--- config.mk ---
export PLATFORM = sky130hd
export DESIGN_NAME = ioexp_top
export DESIGN_NICKNAME = d
export VERILOG_FILES = /design/src/pkg/ioexp_pkg.sv /design/src/core/ioexp_top.sv /design/src/core/ioexp_sync.sv
export SDC_FILE = /design/constraint.sdc
export NUM_CORES = 1
export LEC_CHECK = 0
export BUFFER_PORTS_ARGS = -buffer_cell sky130_fd_sc_hd__buf_4
export CORE_MARGIN = 2
export CORE_UTILIZATION = 35
export DETAILED_ROUTE_END_ITERATION = 8
export PLACE_DENSITY = 0.56
export SLEW_MARGIN = 20
export SYNTH_ARGS = -nofsm -noshare
export SYNTH_HDL_FRONTEND = slang
export SYNTH_SLANG_ARGS = --single-unit
--- constraint.sdc ---
create_clock -name core_clk -period 4.67 [get_ports core_clk]
set_clock_uncertainty 0.05 [all_clocks]
set_input_delay 0.934 -clock core_clk [delete_from_list [all_inputs] [get_ports core_clk]]
set_output_delay 0.934 -clock core_clk [all_outputs]
set_load 0.005 [all_outputs]
--- src/pkg/ioexp_pkg.sv ---
`default_nettype none
// ----------------------------------------------------------------
// Shared constants of the eight-bit expander
// ----------------------------------------------------------------
package ioexp_pkg;
  // Port width
  localparam int PORT_W = 8;
  // Fixed upper six bits of the 7-bit slave address; bit 0 is the select pin
  localparam logic [5:0] ADDR_FIXED = 6'h10;
  // Command byte codes
  localparam logic [7:0] CMD_INPUT = 8'h00;
  localparam logic [7:0] CMD_OUTPUT = 8'h01;
  localparam logic [7:0] CMD_POLARITY = 8'h02;
  localparam logic [7:0] CMD_CONFIG = 8'h03;
  // Reset values
  localparam logic [7:0] RST_OUTPUT = 8'hFF;
  localparam logic [7:0] RST_POLARITY = 8'h00;
  localparam logic [7:0] RST_CONFIG = 8'hFF;
  localparam logic [7:0] RST_POINTER = 8'h00;
  // Bits per byte on the serial bus, as a counter value
  localparam logic [3:0] BYTE_BITS = 4'h8;
  // Synchroniser input field positions
  localparam int SYN_SCL = 0;
  localparam int SYN_SDA = 1;
  localparam int SYN_ASEL = 2;
  localparam int SYN_PORT = 3;
  localparam int SYN_W = 11;
endpackage
`default_nettype wire

--- src/core/ioexp_top.sv ---
`timescale 1ns/1ps
`default_nettype none
// Contract
// - Eight port pins, each set to input or output by its own direction bit.
// - After power-up every pin is an input before any bus access.
// - Input register shows sampled pin levels; output register values stay latched.
// - A set polarity bit reports the inverted pin level, a clear bit reports it as is.
// - Power-on reset defaults all registers and idles the bus slave.
// - A low reset pin does the same defaulting as power-on reset.
// - The open-drain interrupt goes low while any input pin differs from its held value.
// - One select pin chooses between two slave addresses.
// - The slave works with bus clocks up to 400 kHz.
// - Address bit 1 is the select pin and bit 0 is one for read, zero for write.
// - After the address the command byte is stored in the pointer; 00h input, 01h output.
module ioexp_top (
  // Clock and reset
  input wire logic core_clk,
  input wire logic rst_n,
  // Serial bus, open drain
  input wire logic scl_in,
  input wire logic sda_in,
  output logic sda_out,
  output logic sda_oe_n,
  // Address select strap
  input wire logic addr_sel,
  // Port pins, bit 0 is port_pin_zero, bit 7 is port_pin_seven
  input wire logic [7:0] port_in,
  output logic [7:0] port_out,
  output logic [7:0] port_oe_n,
  // Interrupt, open drain, active low
  output logic int_out,
  output logic int_oe_n
);
  // ----------------------------------------------------------------
  // Input synchronisers
  // ----------------------------------------------------------------
  logic [ioexp_pkg::SYN_W-1:0] syn;
  logic scl_s, sda_s, asel_s;
  logic [7:0] pin_s;

  // Bus lines, strap and pins all arrive from outside the clock domain
  ioexp_sync #(.W(ioexp_pkg::SYN_W), .INIT('1)) u_sync (
    .clk(core_clk),
    .rst_n(rst_n),
    .async_in({port_in, addr_sel, sda_in, scl_in}),
    .sync_out(syn)
  );

  assign scl_s = syn[ioexp_pkg::SYN_SCL];
  assign sda_s = syn[ioexp_pkg::SYN_SDA];
  assign asel_s = syn[ioexp_pkg::SYN_ASEL];
  assign pin_s = syn[ioexp_pkg::SYN_PORT +: 8];

  // ----------------------------------------------------------------
  // State
  // ----------------------------------------------------------------
  typedef enum logic [3:0] {
    ST_IDLE, ST_ADDR, ST_ADDR_ACK, ST_CMD, ST_CMD_ACK,
    ST_WDATA, ST_WACK, ST_RDATA, ST_RACK
  } ioexp_state_t;

  ioexp_state_t state_r, state_nxt;
  logic [3:0] cnt_r, cnt_nxt;
  logic [7:0] sh_r, sh_nxt;
  logic [7:0] tx_r, tx_nxt;
  logic [7:0] ptr_r, ptr_nxt;
  logic [7:0] out_r, out_nxt;
  logic [7:0] pol_r, pol_nxt;
  logic [7:0] cfg_r, cfg_nxt;
  logic [7:0] snap_r, snap_nxt;
  logic rw_r, rw_nxt;
  logic nack_r, nack_nxt;
  logic init_r, init_nxt;
  logic sda_oe_n_r, sda_oe_n_nxt;
  logic int_oe_n_r, int_oe_n_nxt;
  logic scl_d_r, sda_d_r;

  // Bus events seen on the filtered lines
  logic scl_rise, scl_fall, start_ev, stop_ev, byte_done, addr_hit;
  logic [7:0] rd_val;

  assign scl_rise = scl_s && !scl_d_r;
  assign scl_fall = !scl_s && scl_d_r;
  assign start_ev = scl_s && scl_d_r && sda_d_r && !sda_s;
  assign stop_ev = scl_s && scl_d_r && !sda_d_r && sda_s;
  assign byte_done = (cnt_r == ioexp_pkg::BYTE_BITS);
  assign addr_hit = (sh_r[7:1] == {ioexp_pkg::ADDR_FIXED, asel_s});

  // Read mux, input register shows pins through polarity inversion
  always_comb begin
    if (ptr_r == ioexp_pkg::CMD_INPUT) begin
      rd_val = pin_s ^ pol_r;
    end else if (ptr_r == ioexp_pkg::CMD_OUTPUT) begin
      rd_val = out_r;
    end else if (ptr_r == ioexp_pkg::CMD_POLARITY) begin
      rd_val = pol_r;
    end else if (ptr_r == ioexp_pkg::CMD_CONFIG) begin
      rd_val = cfg_r;
    end else begin
      rd_val = 8'h00;
    end
  end

  // ----------------------------------------------------------------
  // Slave state machine and register file, next values
  // ----------------------------------------------------------------
  always_comb begin
    state_nxt = state_r;
    cnt_nxt = cnt_r;
    sh_nxt = sh_r;
    tx_nxt = tx_r;
    ptr_nxt = ptr_r;
    out_nxt = out_r;
    pol_nxt = pol_r;
    cfg_nxt = cfg_r;
    snap_nxt = snap_r;
    rw_nxt = rw_r;
    nack_nxt = nack_r;
    init_nxt = 1'b0;
    sda_oe_n_nxt = sda_oe_n_r;
    // First clock after reset takes the held input values
    if (init_r) begin
      snap_nxt = pin_s;
    end
    // Sample incoming bits on the rising clock edge
    if (scl_rise) begin
      if (state_r == ST_RACK) begin
        nack_nxt = sda_s;
      end else if (state_r != ST_IDLE && !byte_done) begin
        sh_nxt = {sh_r[6:0], sda_s};
        cnt_nxt = cnt_r + 4'h1;
      end
    end
    if (start_ev) begin
      // Start or repeated start, listen for an address
      state_nxt = ST_ADDR;
      cnt_nxt = 4'h0;
      sda_oe_n_nxt = 1'b1;
    end else if (stop_ev) begin
      state_nxt = ST_IDLE;
      sda_oe_n_nxt = 1'b1;
    end else if (scl_fall) begin
      // Change the data line only while the clock is low
      case (state_r)
        ST_ADDR: begin
          if (byte_done) begin
            if (addr_hit) begin
              rw_nxt = sh_r[0];
              sda_oe_n_nxt = 1'b0;
              state_nxt = ST_ADDR_ACK;
            end else begin
              state_nxt = ST_IDLE;
            end
          end
        end
        ST_ADDR_ACK: begin
          cnt_nxt = 4'h0;
          if (rw_r) begin
            tx_nxt = rd_val;
            sda_oe_n_nxt = rd_val[7];
            state_nxt = ST_RDATA;
            if (ptr_r == ioexp_pkg::CMD_INPUT) begin
              snap_nxt = pin_s;
            end
          end else begin
            sda_oe_n_nxt = 1'b1;
            state_nxt = ST_CMD;
          end
        end
        ST_CMD: begin
          if (byte_done) begin
            ptr_nxt = sh_r;
            sda_oe_n_nxt = 1'b0;
            state_nxt = ST_CMD_ACK;
          end
        end
        ST_CMD_ACK, ST_WACK: begin
          cnt_nxt = 4'h0;
          sda_oe_n_nxt = 1'b1;
          state_nxt = ST_WDATA;
        end
        ST_WDATA: begin
          if (byte_done) begin
            if (ptr_r == ioexp_pkg::CMD_OUTPUT) begin
              out_nxt = sh_r;
            end else if (ptr_r == ioexp_pkg::CMD_POLARITY) begin
              pol_nxt = sh_r;
            end else if (ptr_r == ioexp_pkg::CMD_CONFIG) begin
              cfg_nxt = sh_r;
            end
            sda_oe_n_nxt = 1'b0;
            state_nxt = ST_WACK;
          end
        end
        ST_RDATA: begin
          if (byte_done) begin
            sda_oe_n_nxt = 1'b1;
            state_nxt = ST_RACK;
          end else begin
            tx_nxt = {tx_r[6:0], 1'b0};
            sda_oe_n_nxt = tx_r[6];
          end
        end
        ST_RACK: begin
          cnt_nxt = 4'h0;
          if (nack_r) begin
            sda_oe_n_nxt = 1'b1;
            state_nxt = ST_IDLE;
          end else begin
            tx_nxt = rd_val;
            sda_oe_n_nxt = rd_val[7];
            state_nxt = ST_RDATA;
            if (ptr_r == ioexp_pkg::CMD_INPUT) begin
              snap_nxt = pin_s;
            end
          end
        end
        default: begin
          sda_oe_n_nxt = 1'b1;
        end
      endcase
    end
  end

  // Interrupt compares input pins against held values, quiet while reference loads
  always_comb begin
    int_oe_n_nxt = init_r || ((pin_s & cfg_r) == (snap_r & cfg_r));
  end

  // ----------------------------------------------------------------
  // Registers
  // ----------------------------------------------------------------
  // Async reset covers power-on and the reset pin alike
  always_ff @(posedge core_clk or negedge rst_n) begin
    if (!rst_n) begin
      state_r <= ST_IDLE;
      cnt_r <= 4'h0;
      sh_r <= 8'h00;
      tx_r <= 8'h00;
      ptr_r <= ioexp_pkg::RST_POINTER;
      out_r <= ioexp_pkg::RST_OUTPUT;
      pol_r <= ioexp_pkg::RST_POLARITY;
      cfg_r <= ioexp_pkg::RST_CONFIG;
      snap_r <= 8'h00;
      rw_r <= 1'b0;
      nack_r <= 1'b1;
      init_r <= 1'b1;
      sda_oe_n_r <= 1'b1;
      int_oe_n_r <= 1'b1;
      scl_d_r <= 1'b1;
      sda_d_r <= 1'b1;
      sda_out <= 1'b0;
      int_out <= 1'b0;
      port_out <= ioexp_pkg::RST_OUTPUT;
      port_oe_n <= ioexp_pkg::RST_CONFIG;
    end else begin
      state_r <= state_nxt;
      cnt_r <= cnt_nxt;
      sh_r <= sh_nxt;
      tx_r <= tx_nxt;
      ptr_r <= ptr_nxt;
      out_r <= out_nxt;
      pol_r <= pol_nxt;
      cfg_r <= cfg_nxt;
      snap_r <= snap_nxt;
      rw_r <= rw_nxt;
      nack_r <= nack_nxt;
      init_r <= init_nxt;
      sda_oe_n_r <= sda_oe_n_nxt;
      int_oe_n_r <= int_oe_n_nxt;
      scl_d_r <= scl_s;
      sda_d_r <= sda_s;
      sda_out <= 1'b0;
      int_out <= 1'b0;
      port_out <= out_nxt;
      port_oe_n <= cfg_nxt;
    end
  end

  assign sda_oe_n = sda_oe_n_r;
  assign int_oe_n = int_oe_n_r;
endmodule // ioexp_top
`default_nettype wire

--- src/core/ioexp_sync.sv ---
`timescale 1ns/1ps
`default_nettype none
// ----------------------------------------------------------------
// Three-flop synchroniser with agreement filter
// ----------------------------------------------------------------
module ioexp_sync #(
  parameter int W = 1,
  parameter logic [W-1:0] INIT = '1
) (
  // Clock and reset
  input wire logic clk,
  input wire logic rst_n,
  // Asynchronous input and filtered result
  input wire logic [W-1:0] async_in,
  output logic [W-1:0] sync_out
);
  logic [W-1:0] s1_r, s2_r, s3_r, out_r;
  logic [W-1:0] out_nxt;

  // A bit changes only once stages two and three agree
  always_comb begin
    for (int i = 0; i < W; i++) begin
      out_nxt[i] = (s2_r[i] == s3_r[i]) ? s3_r[i] : out_r[i];
    end
  end

  // Stage registers
  always_ff @(posedge clk or negedge rst_n) begin
    if (!rst_n) begin
      s1_r <= INIT;
      s2_r <= INIT;
      s3_r <= INIT;
      out_r <= INIT;
    end else begin
      s1_r <= async_in;
      s2_r <= s1_r;
      s3_r <= s2_r;
      out_r <= out_nxt;
    end
  end

  assign sync_out = out_r;
endmodule // ioexp_sync
`default_nettype wire

-- Word level (Yosys, flattened, before mapping)
Index checks and enable logic that the tools add are counted.
- equality and inequality tests: 34
- add/sub/neg operators: 1
- muxes and demuxes: 44
- bitwise operators: 8
- reduce and logical (&&, ||, !) cells: 32
- operators by type and width (kind ; count):
    8-bit 2-to-1 mux ; 11
    4-bit 2-to-1 mux ; 14
    4-bit case mux with 7 select lines ; 1
    7-bit 2-to-1 mux ; 3
    7-bit case mux with 3 select lines ; 1
    4-bit != test, second input constant ; 5
    6-bit AND reduction ; 3
    8-bit bitwise AND ; 2
    4-bit by 3-bit equality test with 1-bit output, second input constant ; 4
    8-bit by 2-bit equality test with 1-bit output, second input constant ; 2
    8-bit case mux with 2 select lines ; 1
    7-bit AND reduction ; 2
    1-bit equality test ; 11
    1-bit 2-to-1 mux ; 9
    9-bit nonzero test ; 1
    4-bit by 2-bit equality test with 1-bit output, second input constant ; 2
    4-bit equality test, second input constant ; 2
    8-bit by 1-bit equality test with 1-bit output, second input constant ; 1
    8-bit equality test ; 1
    1-bit logical AND ; 8
    8-bit zero test ; 1
    8-bit AND reduction ; 1
    8-bit XOR ; 1
    7-bit by 6-bit equality test with 1-bit output ; 1
    other kinds (18) ; 31
- flip-flop bits (word level): 114
- output and inout port bits: 20
- input port bits: 13
- word-level logic and storage cells: 149

-- Logic depth before layout (Yosys ltp)
Gate-level depths: netlist (run 1).
- word-level depth: 10
- depth in mapped cells: 8
- depth with buffers taken out: 7

-- Modules after synthesis
A second synthesis (run 1) with hierarchy kept.
- cells, all modules: 368
- area total of the unflattened synthesis: 5014.8 sq um
- modules (own cells, without submodules) (module ; area each (sq um) ; seq. area each (sq um) ; instances ; cells an instance):
    ioexp_top ; 3734.8 ; 1779.2 ; 1 ; 313
    ioexp_sync ; 1280.0 ; 1156.1 ; 1 ; 55

-- Worst setup path after synthesis (run 1)
OpenSTA, ideal clock, no wires.
- path kind: register -> register
- from: reg ptr_r[7]
- to: reg pol_r[0]
- stages on the path, launching flop included: 7
- data required time: 4495 ps
- data arrival time: 1969 ps
- slack: 2526 ps
- buffers on the path: 1
- clock period less this slack: 2144 ps
- setup time: 125 ps
- path through: dfrtp_1 > or4_1 > nor3_2 > buf_6 > nand3_4 > nor4_4 > mux2_2
- word-level cells in the longest chain between the ends: 3
- elaborated cells on any way between the ends: 4
- classes of those cells: 2 x eq/ne; 1 x bitwise; 1 x reduce/logical
- RTL lines (item ; line ; RTL):
    start: declaration ; ioexp_top.sv:66 ; logic [7:0] ptr_r, ptr_nxt;
    start signal: assignment ; ioexp_top.sv:240 ; ptr_r <= ioexp_pkg::RST_POINTER;
    start signal: assignment ; ioexp_top.sv:261 ; ptr_r <= ptr_nxt;
    8-bit by 1-bit equality test with 1-bit output ; ioexp_top.sv:184 ; if (ptr_r == ioexp_pkg::CMD_OUTPUT) begin
    1-bit inverter (no line) ; - ;
    7-bit AND reduction (no line) (*) ; - ;
    end signal: assignment ; ioexp_top.sv:242 ; pol_r <= ioexp_pkg::RST_POLARITY;
    end signal: assignment ; ioexp_top.sv:263 ; pol_r <= pol_nxt;
    end: declaration ; ioexp_top.sv:68 ; logic [7:0] pol_r, pol_nxt;
Mark *: on every way between the ends. The rest lies on a longest branch, timed or not.
A chain may end at the register's enable or synchronous reset.

-- Worst setup path after layout (run 1)
- from: reg ptr_r[7]
- to: reg out_r[4]
- word-level cells in the longest chain between the ends: 2
- RTL lines (item ; line ; RTL):
    8-bit by 1-bit equality test with 1-bit output ; ioexp_top.sv:184 ;
    6-bit AND reduction (no line) ; - ;
    end signal: assignment ; ioexp_top.sv:241 ; out_r <= ioexp_pkg::RST_OUTPUT;
    end signal: assignment ; ioexp_top.sv:262 ; out_r <= out_nxt;
    end: declaration ; ioexp_top.sv:67 ; logic [7:0] out_r, out_nxt;
Every way passes these cells.

==> key figures, run 1 <==
STA
  • Final hold vios: 0
  • Fin Setup TNS: 0 ps
  • Slew headroom: 33.3%
  • Final worst path period need: 2780 ps
  • Final setup vio count: 0
  • Slew at the pin closest to its max-slew limit: 1000 ps
  • Slew Limit Fails: 0
  • RSZ-0062 raised after global routing: no
  • Fin crit share: 59.6%
  • Fmax: 0.359 GHz

CTS
  • Post-CTS setup buffers: 0
  • H-Tree Depth: 4
  • CTS sink cnt: 114
  • Clk buf depth: 2
  • Clock Pin Slew Worst Setup and Hold Paths: 60 ps
  • Num CTS Buffers: 17
  • Post-CTS Resized: 0
  • CTS tree: done
  • Hold Buf Count CTS: 0
  • Clk root buf: clkbuf_16
  • Clk_lat worst skew: 410 ps

Worst setup path
  • Worst setup EP type: flip-flop
  • Slowest CP cell: nor3_2
  • CP arrival: 3070 ps
  • CP max stage delay: 660 ps
  • CP Class: flip-flop to flip-flop
  • Crit. Startpoint: ptr_r[7]
  • CP Launch Type: flip-flop
  • Crit path max fanout: 11
  • Crit-path cells: or4_1 > nor3_2 > nand4_1 > nor2_2 > mux2_2
  • Crit path required time: 4960 ps
  • Reg2Reg Launch Point: ptr_r[7]

Routing
  • Avg WL per Cell: 16.2 um
  • Starting DRT DRC Count: 86
  • Vias post-DR: 3,027
  • Antenna-violating nets left: 0
  • Routed WL: 9720 um
  • 1st-pass router iterations: 4
  • DRC: 0
  • Vias/cell: 5.05

Pwr
  • Net Switching: 0.606 mW
  • Peak VDD IR: 0.210 mV
  • Pwr Total: 2.57 mW
  • Sequential share of power: 44.7%
  • Clock power share: 49.0%
  • Leakage: 2.44 nW
  • P_int: 1.96 mW
  • Combinational Power Share: 6.2%
  • Switching share of power: 23.6%
  • Power Density: 436 nW/um^2

Synthesis
  • Number of synthesized flops with an enable pin: 0
  • Syn_area_per_cell: 13.3 sq um
  • Synth Register Bits: 114
  • Warnings, synthesis: 0
  • Post-synthesis sequential area ratio: 59.8%
  • Asr flop ratio synth: 100%
  • Synth cell types: 57
  • Post-synthesis instance area: 4910 sq um
  • Most used DFF post-synth: dfstp_2
  • Syn Inst Count: 370

Run
  • Max Cap Viol: 0

Floorplan
  • Die X: 122 um
  • I/O pin cnt: 33
  • Die ar.: 15,000 sq um
  • Initial Utilization: 35.7%
  • Core Rows: 43
  • Die Span Y: 122 um
  • Core area: 13,800 sq um

Global route
  • Largest net degree at the start of global routing: 67
  • GRT Resource Usage Total: 14.2%
  • Initial antenna violation count: 0
  • First-pass GRT wire length: 16,000 um
  • Vias in the first global route: 3,004
  • Total grt overflow: 0

Finish
  • Non-filler cells, final: 600
  • Share of post-route cells with drive strength above 1: 47.1%
  • Layout Nets: 422
  • Antenna fix cells: 0
  • Commonest non-fill, non-tap cell in the layout: dfstp_2
  • Final instance area: 5890 sq um
  • Area Overhead vs Synth: 19.9%
  • Most frequent cells in the layout: dfstp_2, mux2_2, dfrtp_1, buf_4

Placement
  • Placed Instances: 568
  • Port buffer count: 30
  • Placed cell area: 5300 sq um
  • Post-detail-place hpwl: 6520 um
  • Gp weighted congestion: 0.801

Worst hold path
  • Hold/Removal Path Class: flip-flop to flip-flop
  • Hold Crit Start: u_sync.s1_r[3]

Run status
  • Status: completed
## critical path: cells and delay by family, from the launching register on
kind | cells | cell delay (ps)
DFF | 1 | 370
and+or+nand+nor | 4 | 1890
muxes | 1 | 390
## metal layers
metal,up-vias,GRT usage [%],share of wire (%)
met2,63,21.0,47
li1,1403,-,-
met5,-,0,0
met4,0,6.54,2.0
met1,1545,19.0,48
met3,16,4.37,3.7
## area by class of cell
class                           instances  area, sq um
Clock buffer                           22          495
Tap cell                              180          225
Timing Repair Buffer                   32          240
Multi-Input combinational cell        237         1880
Inverter                                5         18.8
Clock inverter                         10         96.3
Fill cell                            1310         7880
Sequential cell                       114         2940
## path summary, 6_finish.rpt
check / cells after the start / endpoint / slack, ps
min in group asynchronous: 1 / snap_r[5] / 560
max in group asynchronous: 2 / tx_r[3] / 2910
hold / removal: 0 / u_sync.s2_r[3] / 300
hold reg to reg: 0 / u_sync.s2_r[3] / 300
setup / recovery: 5 / out_r[4] / 1890
setup reg to reg: 5 / out_r[4] / 1890
## cell usage after synthesis (3+ instances only)
library cell | count | area (sq um)
a21oi_1 | 11 | 55.1
a22oi_1 | 5 | 37.5
a31oi_1 | 8 | 50.1
buf_4 | 3 | 22.5
clkbuf_1 | 8 | 30.0
dfrtp_1 | 48 | 1200
dfstp_2 | 66 | 1730
inv_1 | 5 | 18.8
maj3_1 | 11 | 110
mux2_2 | 59 | 664
mux2i_1 | 11 | 110
nand2_1 | 16 | 60.1
nand2b_1 | 7 | 43.8
nand3b_1 | 3 | 22.5
nor2_1 | 18 | 67.6
nor2b_1 | 6 | 37.5
nor3_1 | 11 | 55.1
o211ai_1 | 6 | 45.0
o21ai_0 | 11 | 55.1
xnor2_1 | 4 | 35.0
xor2_1 | 10 | 87.6
## per-stage QoR
step / hold WS [ps] / setup WS [ps] / util (%)
after detailed placement: 297 / 1830 / 38.5
final: 304 / 1890 / 42.8
after global routing: 307 / 1730 / 42.8
after global placement: 296 / 2020 / 38.5
after floorplan: 295 / 2530 / -
after CTS: 305 / 1830 / 42.8
## registers in the layout (all words and copies together) (netlist names), 4 cells and up
name and flops:
sh_r 8, cfg_r 8, cnt_r 4, u_sync.s2_r 11, ptr_r 8, tx_r 7, out_r 8, u_sync.sync_out 11
snap_r 8, u_sync.s3_r 11, state_r 4, u_sync.s1_r 11, pol_r 8
## cell families (layout without fill, tap and decap cells)
family | after synthesis | after routing | share of synthesized area [%]
simple gates | 81 | 81 | 9.27
fa+ha+maj | 13 | 13 | 2.75
xor+xnor | 14 | 14 | 2.50
buf+inv | 21 | 69 | 2.27
mux | 70 | 70 | 15.8
flops | 114 | 114 | 59.8
compound gates | 56 | 56 | 7.59
other cells | 1 | 3 | 0.0764
## power by group through the flow
stage / clock network (mW) / logic [mW] / registers [mW]
floorplan: 0 / 0.116 / 1.13
global placement: 0 / 0.158 / 1.16
detailed placement: 0 / 0.162 / 1.17
CTS: 1.29 / 0.163 / 1.15
global route: 1.34 / 0.183 / 1.16
finish: 1.26 / 0.161 / 1.15
Note: power is estimated with default switching activity, not from simulation.
==> inputs of run 2 (changes only) <==
ABC_AREA = 1   (was not set)
PLACE_DENSITY = 0.58   (was 0.56)
clock period = 2.4 ns   (was 4.67 ns; I/O delays follow)
==> key figures, run 2 <==
Worst setup path
  • CP Class: flip-flop to flip-flop
  • CP Capture Point: tx_r[6]
  • Worst setup EP type: flip-flop
  • CP Launch Type: flip-flop
  • Crit-path cells: nand2_1 > nor2_4 > inv_2 > nand2_2 > nand2_2 > nor2_8 > inv_4 > nand2_1 > nand2_1
  • Critical path's top delay family: simple AND/OR/NAND/NOR gates
  • Reg2reg path depth: 9 (+4)
  • Crit path buffers/inverters: 2 (+2)
  • Crit path required time: 2660 ps (-2300 ps)
  • Critical path's most frequent cell: nand2_1
  • Critical Path Stages: 9 (+4)
  • CP max stage delay: 550 ps (-110 ps)
  • Reg-to-reg endpoint: tx_r[6]
  • Crit. Startpoint: state_r[0]
  • Reg2Reg Launch Point: state_r[0]
  • CP arrival: 2170 ps (-900 ps)
  • R2R Setup Slk: 490 ps (-1400 ps)
  • Crit path max fanout: 11 (unchanged)
  • Slowest CP cell: dfrtp_1

Global route
  • First-pass GRT wire length: 21,000 um (+31%)
  • Vias in the first global route: 3,901 (+30%)
  • Initial antenna violation count: 0 (unchanged)
  • Largest net degree at the start of global routing: 44 (-34%)
  • GRT Resource Usage Total: 16.8% (+2.6 points)
  • Total grt overflow: 0 (unchanged)

CTS
  • Num CTS Buffers: 17 (unchanged)
  • CTS sink cnt: 114 (unchanged)
  • CTS tree: done
  • Clk_lat worst skew: 420 ps (about the same)
  • H-Tree Depth: 4 (unchanged)
  • Hold Buf Count CTS: 0 (unchanged)
  • Clock Pin Slew Worst Setup and Hold Paths: 60 ps (about the same)
  • Clk root buf: clkbuf_16
  • Post-CTS setup buffers: 0 (unchanged)
  • Post-CTS Resized: 0 (unchanged)
  • Clk buf depth: 2 (unchanged)

STA
  • Final setup margin: 491 ps (-1400 ps)
  • Fmax: 0.524 GHz (+46%)
  • Slew at the pin closest to its max-slew limit: 581 ps (-418 ps)
  • Fin Setup TNS: 0 ps (unchanged)
  • RSZ-0062 raised after global routing: no
  • Final worst path period need: 1910 ps (-875 ps)
  • Final hold vios: 0 (unchanged)
  • Slew Limit Fails: 0 (unchanged)
  • Fin crit share: 79.5% (+20 points)
  • Final setup vio count: 0 (unchanged)
  • Slew headroom: 60.8% (+27 points)

Synthesis
  • Syn Inst Count: 572 (+55%)
  • Warnings, synthesis: 0 (unchanged)
  • Most used DFF post-synth: dfstp_2
  • Number of synthesized flops with an enable pin: 0 (unchanged)
  • Post-synthesis instance area: 5350 sq um (+8.9%)
  • Ranking of synthesized cells by area: dfstp_2, dfrtp_1, nand2_1, nand3_1, inv_1
  • Cell taking the most area after synthesis: dfstp_2
  • Area share of the largest cell type after synthesis: 32.4% (-2.9 points)
  • Most frequent cells after synthesis: nand2_1, dfstp_2, inv_1, dfrtp_1, nand3_1
  • Asr flop ratio synth: 100% (unchanged)
  • Post-synthesis sequential area ratio: 54.9% (-4.9 points)
  • Most common cell in the netlist: nand2_1
  • Synth cell types: 41 (-28%)
  • Syn_area_per_cell: 9.35 sq um (-30%)
  • Synth Register Bits: 114 (unchanged)

Floorplan
  • Die ar.: 16,300 sq um (+8.6%)
  • Die Span Y: 128 um (+4.2%)
  • Initial Utilization: 35.4% (-0.22 points)
  • Die X: 128 um (+4.2%)
  • I/O pin cnt: 33 (unchanged)
  • Core area: 15,100 sq um (+9.6%)
  • Core Rows: 45 (+4.7%)

Run
  • Max Cap Viol: 0 (unchanged)

Routing
  • Antenna-violating nets left: 0 (unchanged)
  • Vias/cell: 4.93 (-2.3%)
  • Vias post-DR: 4,013 (+33%)
  • Starting DRT DRC Count: 282 (+230%)
  • DRC: 0 (unchanged)
  • 1st-pass router iterations: 5 (+1)
  • Avg WL per Cell: 15.2 um (-6.4%)
  • Routed WL: 12,300 um (+27%)

Placement
  • DP Worst Slack: 523 ps (-1310 ps)
  • Port buffer count: 30 (unchanged)
  • Post-detail-place hpwl: 8780 um (+35%)
  • Gp weighted congestion: 0.842 (+5.1%)

Finish
  • Area Overhead vs Synth: 19.5%
  • Share of post-route cells with drive strength above 1: 29.4% (-18 points)
  • Layout Nets: 628 (+49%)
  • Antenna fix cells: 0 (unchanged)
  • Core Util, Final: 42.3% (-0.43 points)
  • Most frequent cells in the layout: nand2_1, dfstp_2, inv_1, dfrtp_1, nand3_1
  • Commonest non-fill, non-tap cell in the layout: nand2_1

Pwr
  • Peak VDD IR: 0.511 mV (+140%)
  • Power Density: 795 nW/um^2 (+82%)
  • Leakage: 2.89 nW (+19%)

Worst hold path
  • Hold/Removal Path Class: input pin to async pin

Run status
  • Status: completed
[run 2: cell count changes in the layout (fill, tap and decap cells not counted), moves of 9 or more]
cell	change
nand3_1	+38
o21ai_1	+23
o21ai_0	+25
inv_1	+47
nor2_4	+9
mux2i_1	-11
nand4_1	+10
nand2_1	+128
mux2_2	-59
[run 2: stage by stage]
step / hold WS (ps) / total power, mW / cells / area, sq um
6_report: 17.0 / 5.08 / 814 / 6390
5_1_grt: 60.6 / 5.28 / 814 / 6390
4_1_cts: 28.2 / 5.14 / 814 / 6390
3_5_place_dp: 297 / 2.49 / 782 / 5770
3_3_place_gp: 295 / 2.48 / 782 / 5770
2_1_floorplan: 134 / 2.35 / 574 / 5350
[run 2: power breakdown]
part / switching [mW] / internal [mW]
clock: 0.944 / 1.67
combinational: 0.197 / 0.112
sequential: 0.0873 / 2.06
total: 1.23 / 3.85
[run 2: worst reg2reg max path: stages, from the launching register on]
cell,delay (ps)
dfrtp_1,550
nand2_1,180
nor2_4,380
inv_2,120
nand2_2,100
nand2_2,80
nor2_8,150
inv_4,70
nand2_1,60
nand2_1,50
[run 2: per-layer routing]
| layer | track usage, % | routed length (um) | part of all wire, % | vias up |
|---|---|---|---|---|
| li1 | - | - | - | 1951 |
| met1 | 23.5 | 5870 | 48 | 1947 |
| met2 | 25.2 | 5670 | 46 | 91 |
| met3 | 3.48 | 604 | 4.9 | 24 |
| met4 | 7.37 | 194 | 1.6 | 0 |
| met5 | 0 | 0 | 0 | - |
[run 2: cells by family (layout without fill, tap and decap cells)]
logic type / count (synthesis) / count (layout) / share of synthesized area, %
AND/OR/NAND/NOR: 264 / 264 / 24.9
adder cells (fa/ha/maj): 13 / 13 / 2.53
other: 1 / 3 / 0.0701
XOR/XNOR: 10 / 10 / 1.64
buffers and inverters: 78 / 130 / 6.48
AO/OA/AOI/OAI: 92 / 92 / 9.50
flip-flops: 114 / 114 / 54.9
[run 2: layout make-up]
| type | count | area, sq um |
|---|---|---|
| well taps | 188 | 235 |
| clock buffers | 18 | 439 |
| clock inverters | 14 | 178 |
| multi-input cells | 382 | 2070 |
| inverters | 63 | 240 |
| flip-flops and latches | 114 | 2940 |
| repair buffers | 35 | 288 |
| fillers | 1455 | 8700 |
[run 2: worst min-delay path by stage]
stage                         startpoint              to  depth (start not counted)
after floorplan                    rst_n        cnt_r[0]                          0
after global placement    u_sync.s1_r[2]  u_sync.s2_r[2]                          0
after detailed placement  u_sync.s1_r[1]  u_sync.s2_r[1]                          0
after CTS                          rst_n        cnt_r[2]                          1
after global routing               rst_n        cnt_r[2]                          1
final                              rst_n        cnt_r[2]                          1
==> inputs of run 3 (changes only) <==
clock period = 1.7 ns   (was 2.4 ns; I/O delays follow)
==> key figures, run 3 (synthesis results as in run 2) <==
Pwr
  • Leakage: 3.16 nW (+9.4%)
  • Peak VDD IR: 0.669 mV (+31%)
  • Net Switching: 1.70 mW (+39%)
  • Clock power share: 48.9% (-2.6 points)
  • Power Density: 1000 nW/um^2 (+26%)
  • P_int: 5.33 mW (+38%)
  • Switching share of power: 24.2% (+0.043 points)
  • Sequential share of power: 43.2% (+0.8 points)
  • Pwr Total: 7.03 mW (+39%)
  • Combinational Power Share: 8.0% (+1.9 points)

Finish
  • Register area: 2940 sq um (+0.13%)
  • Non-filler cells, final: 866 (+6.4%)
  • Area occupied by multi-input gates: 2240 sq um (+8.0%)
  • Antenna fix cells: 0 (unchanged)
  • Fillers: 1,418 (-2.5%)
  • Most frequent cells in the layout: nand2_1, dfstp_2, buf_4, inv_1, dfrtp_1
  • Area Overhead vs Synth: 31.5%
  • Core Util, Final: 46.6% (+4.2 points)
  • Layout Nets: 681 (+8.4%)
  • Share of post-route cells with drive strength above 1: 38.5% (+9.1 points)
  • Commonest non-fill, non-tap cell in the layout: nand2_1

Global route
  • GRT met2 Usage: 23.9% (-1.3 points)
  • GRT Resource Usage Total: 16.0% (-0.79 points)
  • Initial antenna violation count: 0 (unchanged)
  • Global routing usage on met3: 4.94% (+1.5 points)
  • Largest net degree at the start of global routing: 70 (+59%)
  • First-pass GRT wire length: 20,100 um (-4.3%)
  • Gr busiest metal: met2
  • Vias in the first global route: 3,863 (-0.97%)
  • Total grt overflow: 0 (unchanged)
  • Met1 usage: 21.9% (-1.6 points)

Routing
  • Antenna-violating nets left: 0 (unchanged)
  • 1st-pass router iterations: 5 (unchanged)
  • DRC: 0 (unchanged)
  • Vias post-DR: 4,229 (+5.4%)
  • Vias/cell: 4.88 (-0.95%)
  • Routed WL: 12,800 um (+4.1%)
  • Starting DRT DRC Count: 359 (+27%)
  • Avg WL per Cell: 14.8 um (-2.2%)

Worst setup path
  • CP max stage delay: 420 ps (-130 ps)
  • Crit-path cells: inv_2 > nor2_4 > inv_2 > nor2_4 > inv_4 > nand2_4 > nand2_4 > nor2_8 > inv_6 > nand2_1 > nand2_1
  • Worst setup EP type: flip-flop
  • Crit path max fanout: 8 (-3)
  • Slowest CP cell: dfrtp_1
  • Crit path required time: 1950 ps (-710 ps)
  • CP arrival: 1940 ps (-230 ps)
  • CP Launch Type: flip-flop
  • CP Class: flip-flop to flip-flop

STA
  • RSZ-0062 raised after global routing: yes
  • Final hold vios: 0 (unchanged)
  • Final setup vio count: 0 (unchanged)
  • Slew Limit Fails: 0 (unchanged)
  • Fin crit share: 99.5% (+20 points)
  • Final worst path period need: 1690 ps (-217 ps)
  • Fmax: 0.591 GHz (+13%)

CTS
  • Clock Pin Slew Worst Setup and Hold Paths: 50 ps (about the same)
  • Num CTS Buffers: 17 (unchanged)
  • Clk root buf: clkbuf_16
  • CTS sink cnt: 114 (unchanged)
  • CTS tree: done
  • Clk buf depth: 2 (unchanged)
  • Clk_lat worst skew: 420 ps (about the same)
  • H-Tree Depth: 4 (unchanged)

Run
  • Max Cap Viol: 0 (unchanged)

Floorplan
  • Core area: 15,100 sq um (unchanged)
  • Core Rows: 45 (unchanged)
  • Die Span Y: 128 um (unchanged)
  • Initial Utilization: 35.4% (unchanged)
  • I/O pin cnt: 33 (unchanged)
  • Die ar.: 16,300 sq um (unchanged)
  • Die X: 128 um (unchanged)

Run status
  • Status: completed

Placement
  • Placed Instances: 803 (+2.7%)
  • Post-detail-place hpwl: 8510 um (-3.0%)
  • Gp weighted congestion: 0.845 (+0.39%)
  • Port buffer count: 30 (unchanged)

Worst hold path
  • Hold/Removal Path Class: flip-flop to flip-flop
run 3: layout make-up:
| type | instances | area share (%) |
|---|---|---|
| clock buffer | 20 | 6.82 |
| clock inverter | 11 | 1.46 |
| inverter | 63 | 3.58 |
| multi-input combinational | 384 | 31.8 |
| sequential | 114 | 41.8 |
| tap | 188 | 3.35 |
| timing repair buffer | 86 | 11.1 |
run 3: power groups by stage:
stage | Sequential (mW) | Combinational, mW | Clock [mW]
global placement | 3.06 | 0.467 | 0
global route | 3.05 | 0.629 | 3.63
finish | 3.04 | 0.560 | 3.43
detailed placement | 3.07 | 0.484 | 0
floorplan | 3.03 | 0.292 | 0
CTS | 3.03 | 0.509 | 3.50
run 3: stage by stage:
stage          setup TNS [ps]  hold WS, ps  cell area (sq um)  setup WS (ps)
6_report                    0          303               7030           7.77
5_1_grt                 -1140          303               7030          -90.4
4_1_cts                     0          306               6670           10.6
3_5_place_dp            -79.5          297               5970          -29.4
3_3_place_gp                0          295               5970           35.1
2_1_floorplan               0        -5.59               5350            122
run 3: worst max-delay path, delay by kind of cell (launching register included):
kind,cells,cell delay (ps)
flops,1,420
buf+inv,4,290
simple gates,7,800
run 3: routing by layer:
layer	up-vias	share of wire, %
met5	-	0
met4	0	1.9
met3	19	5.4
met2	99	46
met1	2036	47
li1	2075	-
run 3: repair_timing:
item	CTS	global route
gates cloned	0	2
hold endpoints to repair	59	0
setup buffers	0	18
hold buffers	12	0
gates resized for setup	1	66
pin swaps	2	12
endpoints found under the setup margin	4	55
run 3: final timing paths:
kind / end / from / slack, ps / depth (start not counted)
setup / recovery: tx_r[3] / state_r[2] / 8 / 11
hold / removal: u_sync.s2_r[9] / u_sync.s1_r[9] / 300 / 0
setup reg to reg: tx_r[3] / state_r[2] / 8 / 11
hold reg to reg: u_sync.s2_r[9] / u_sync.s1_r[9] / 300 / 0
max in group asynchronous: u_sync.sync_out[8] / rst_n / 810 / 3
min in group asynchronous: state_r[2] / rst_n / 400 / 3
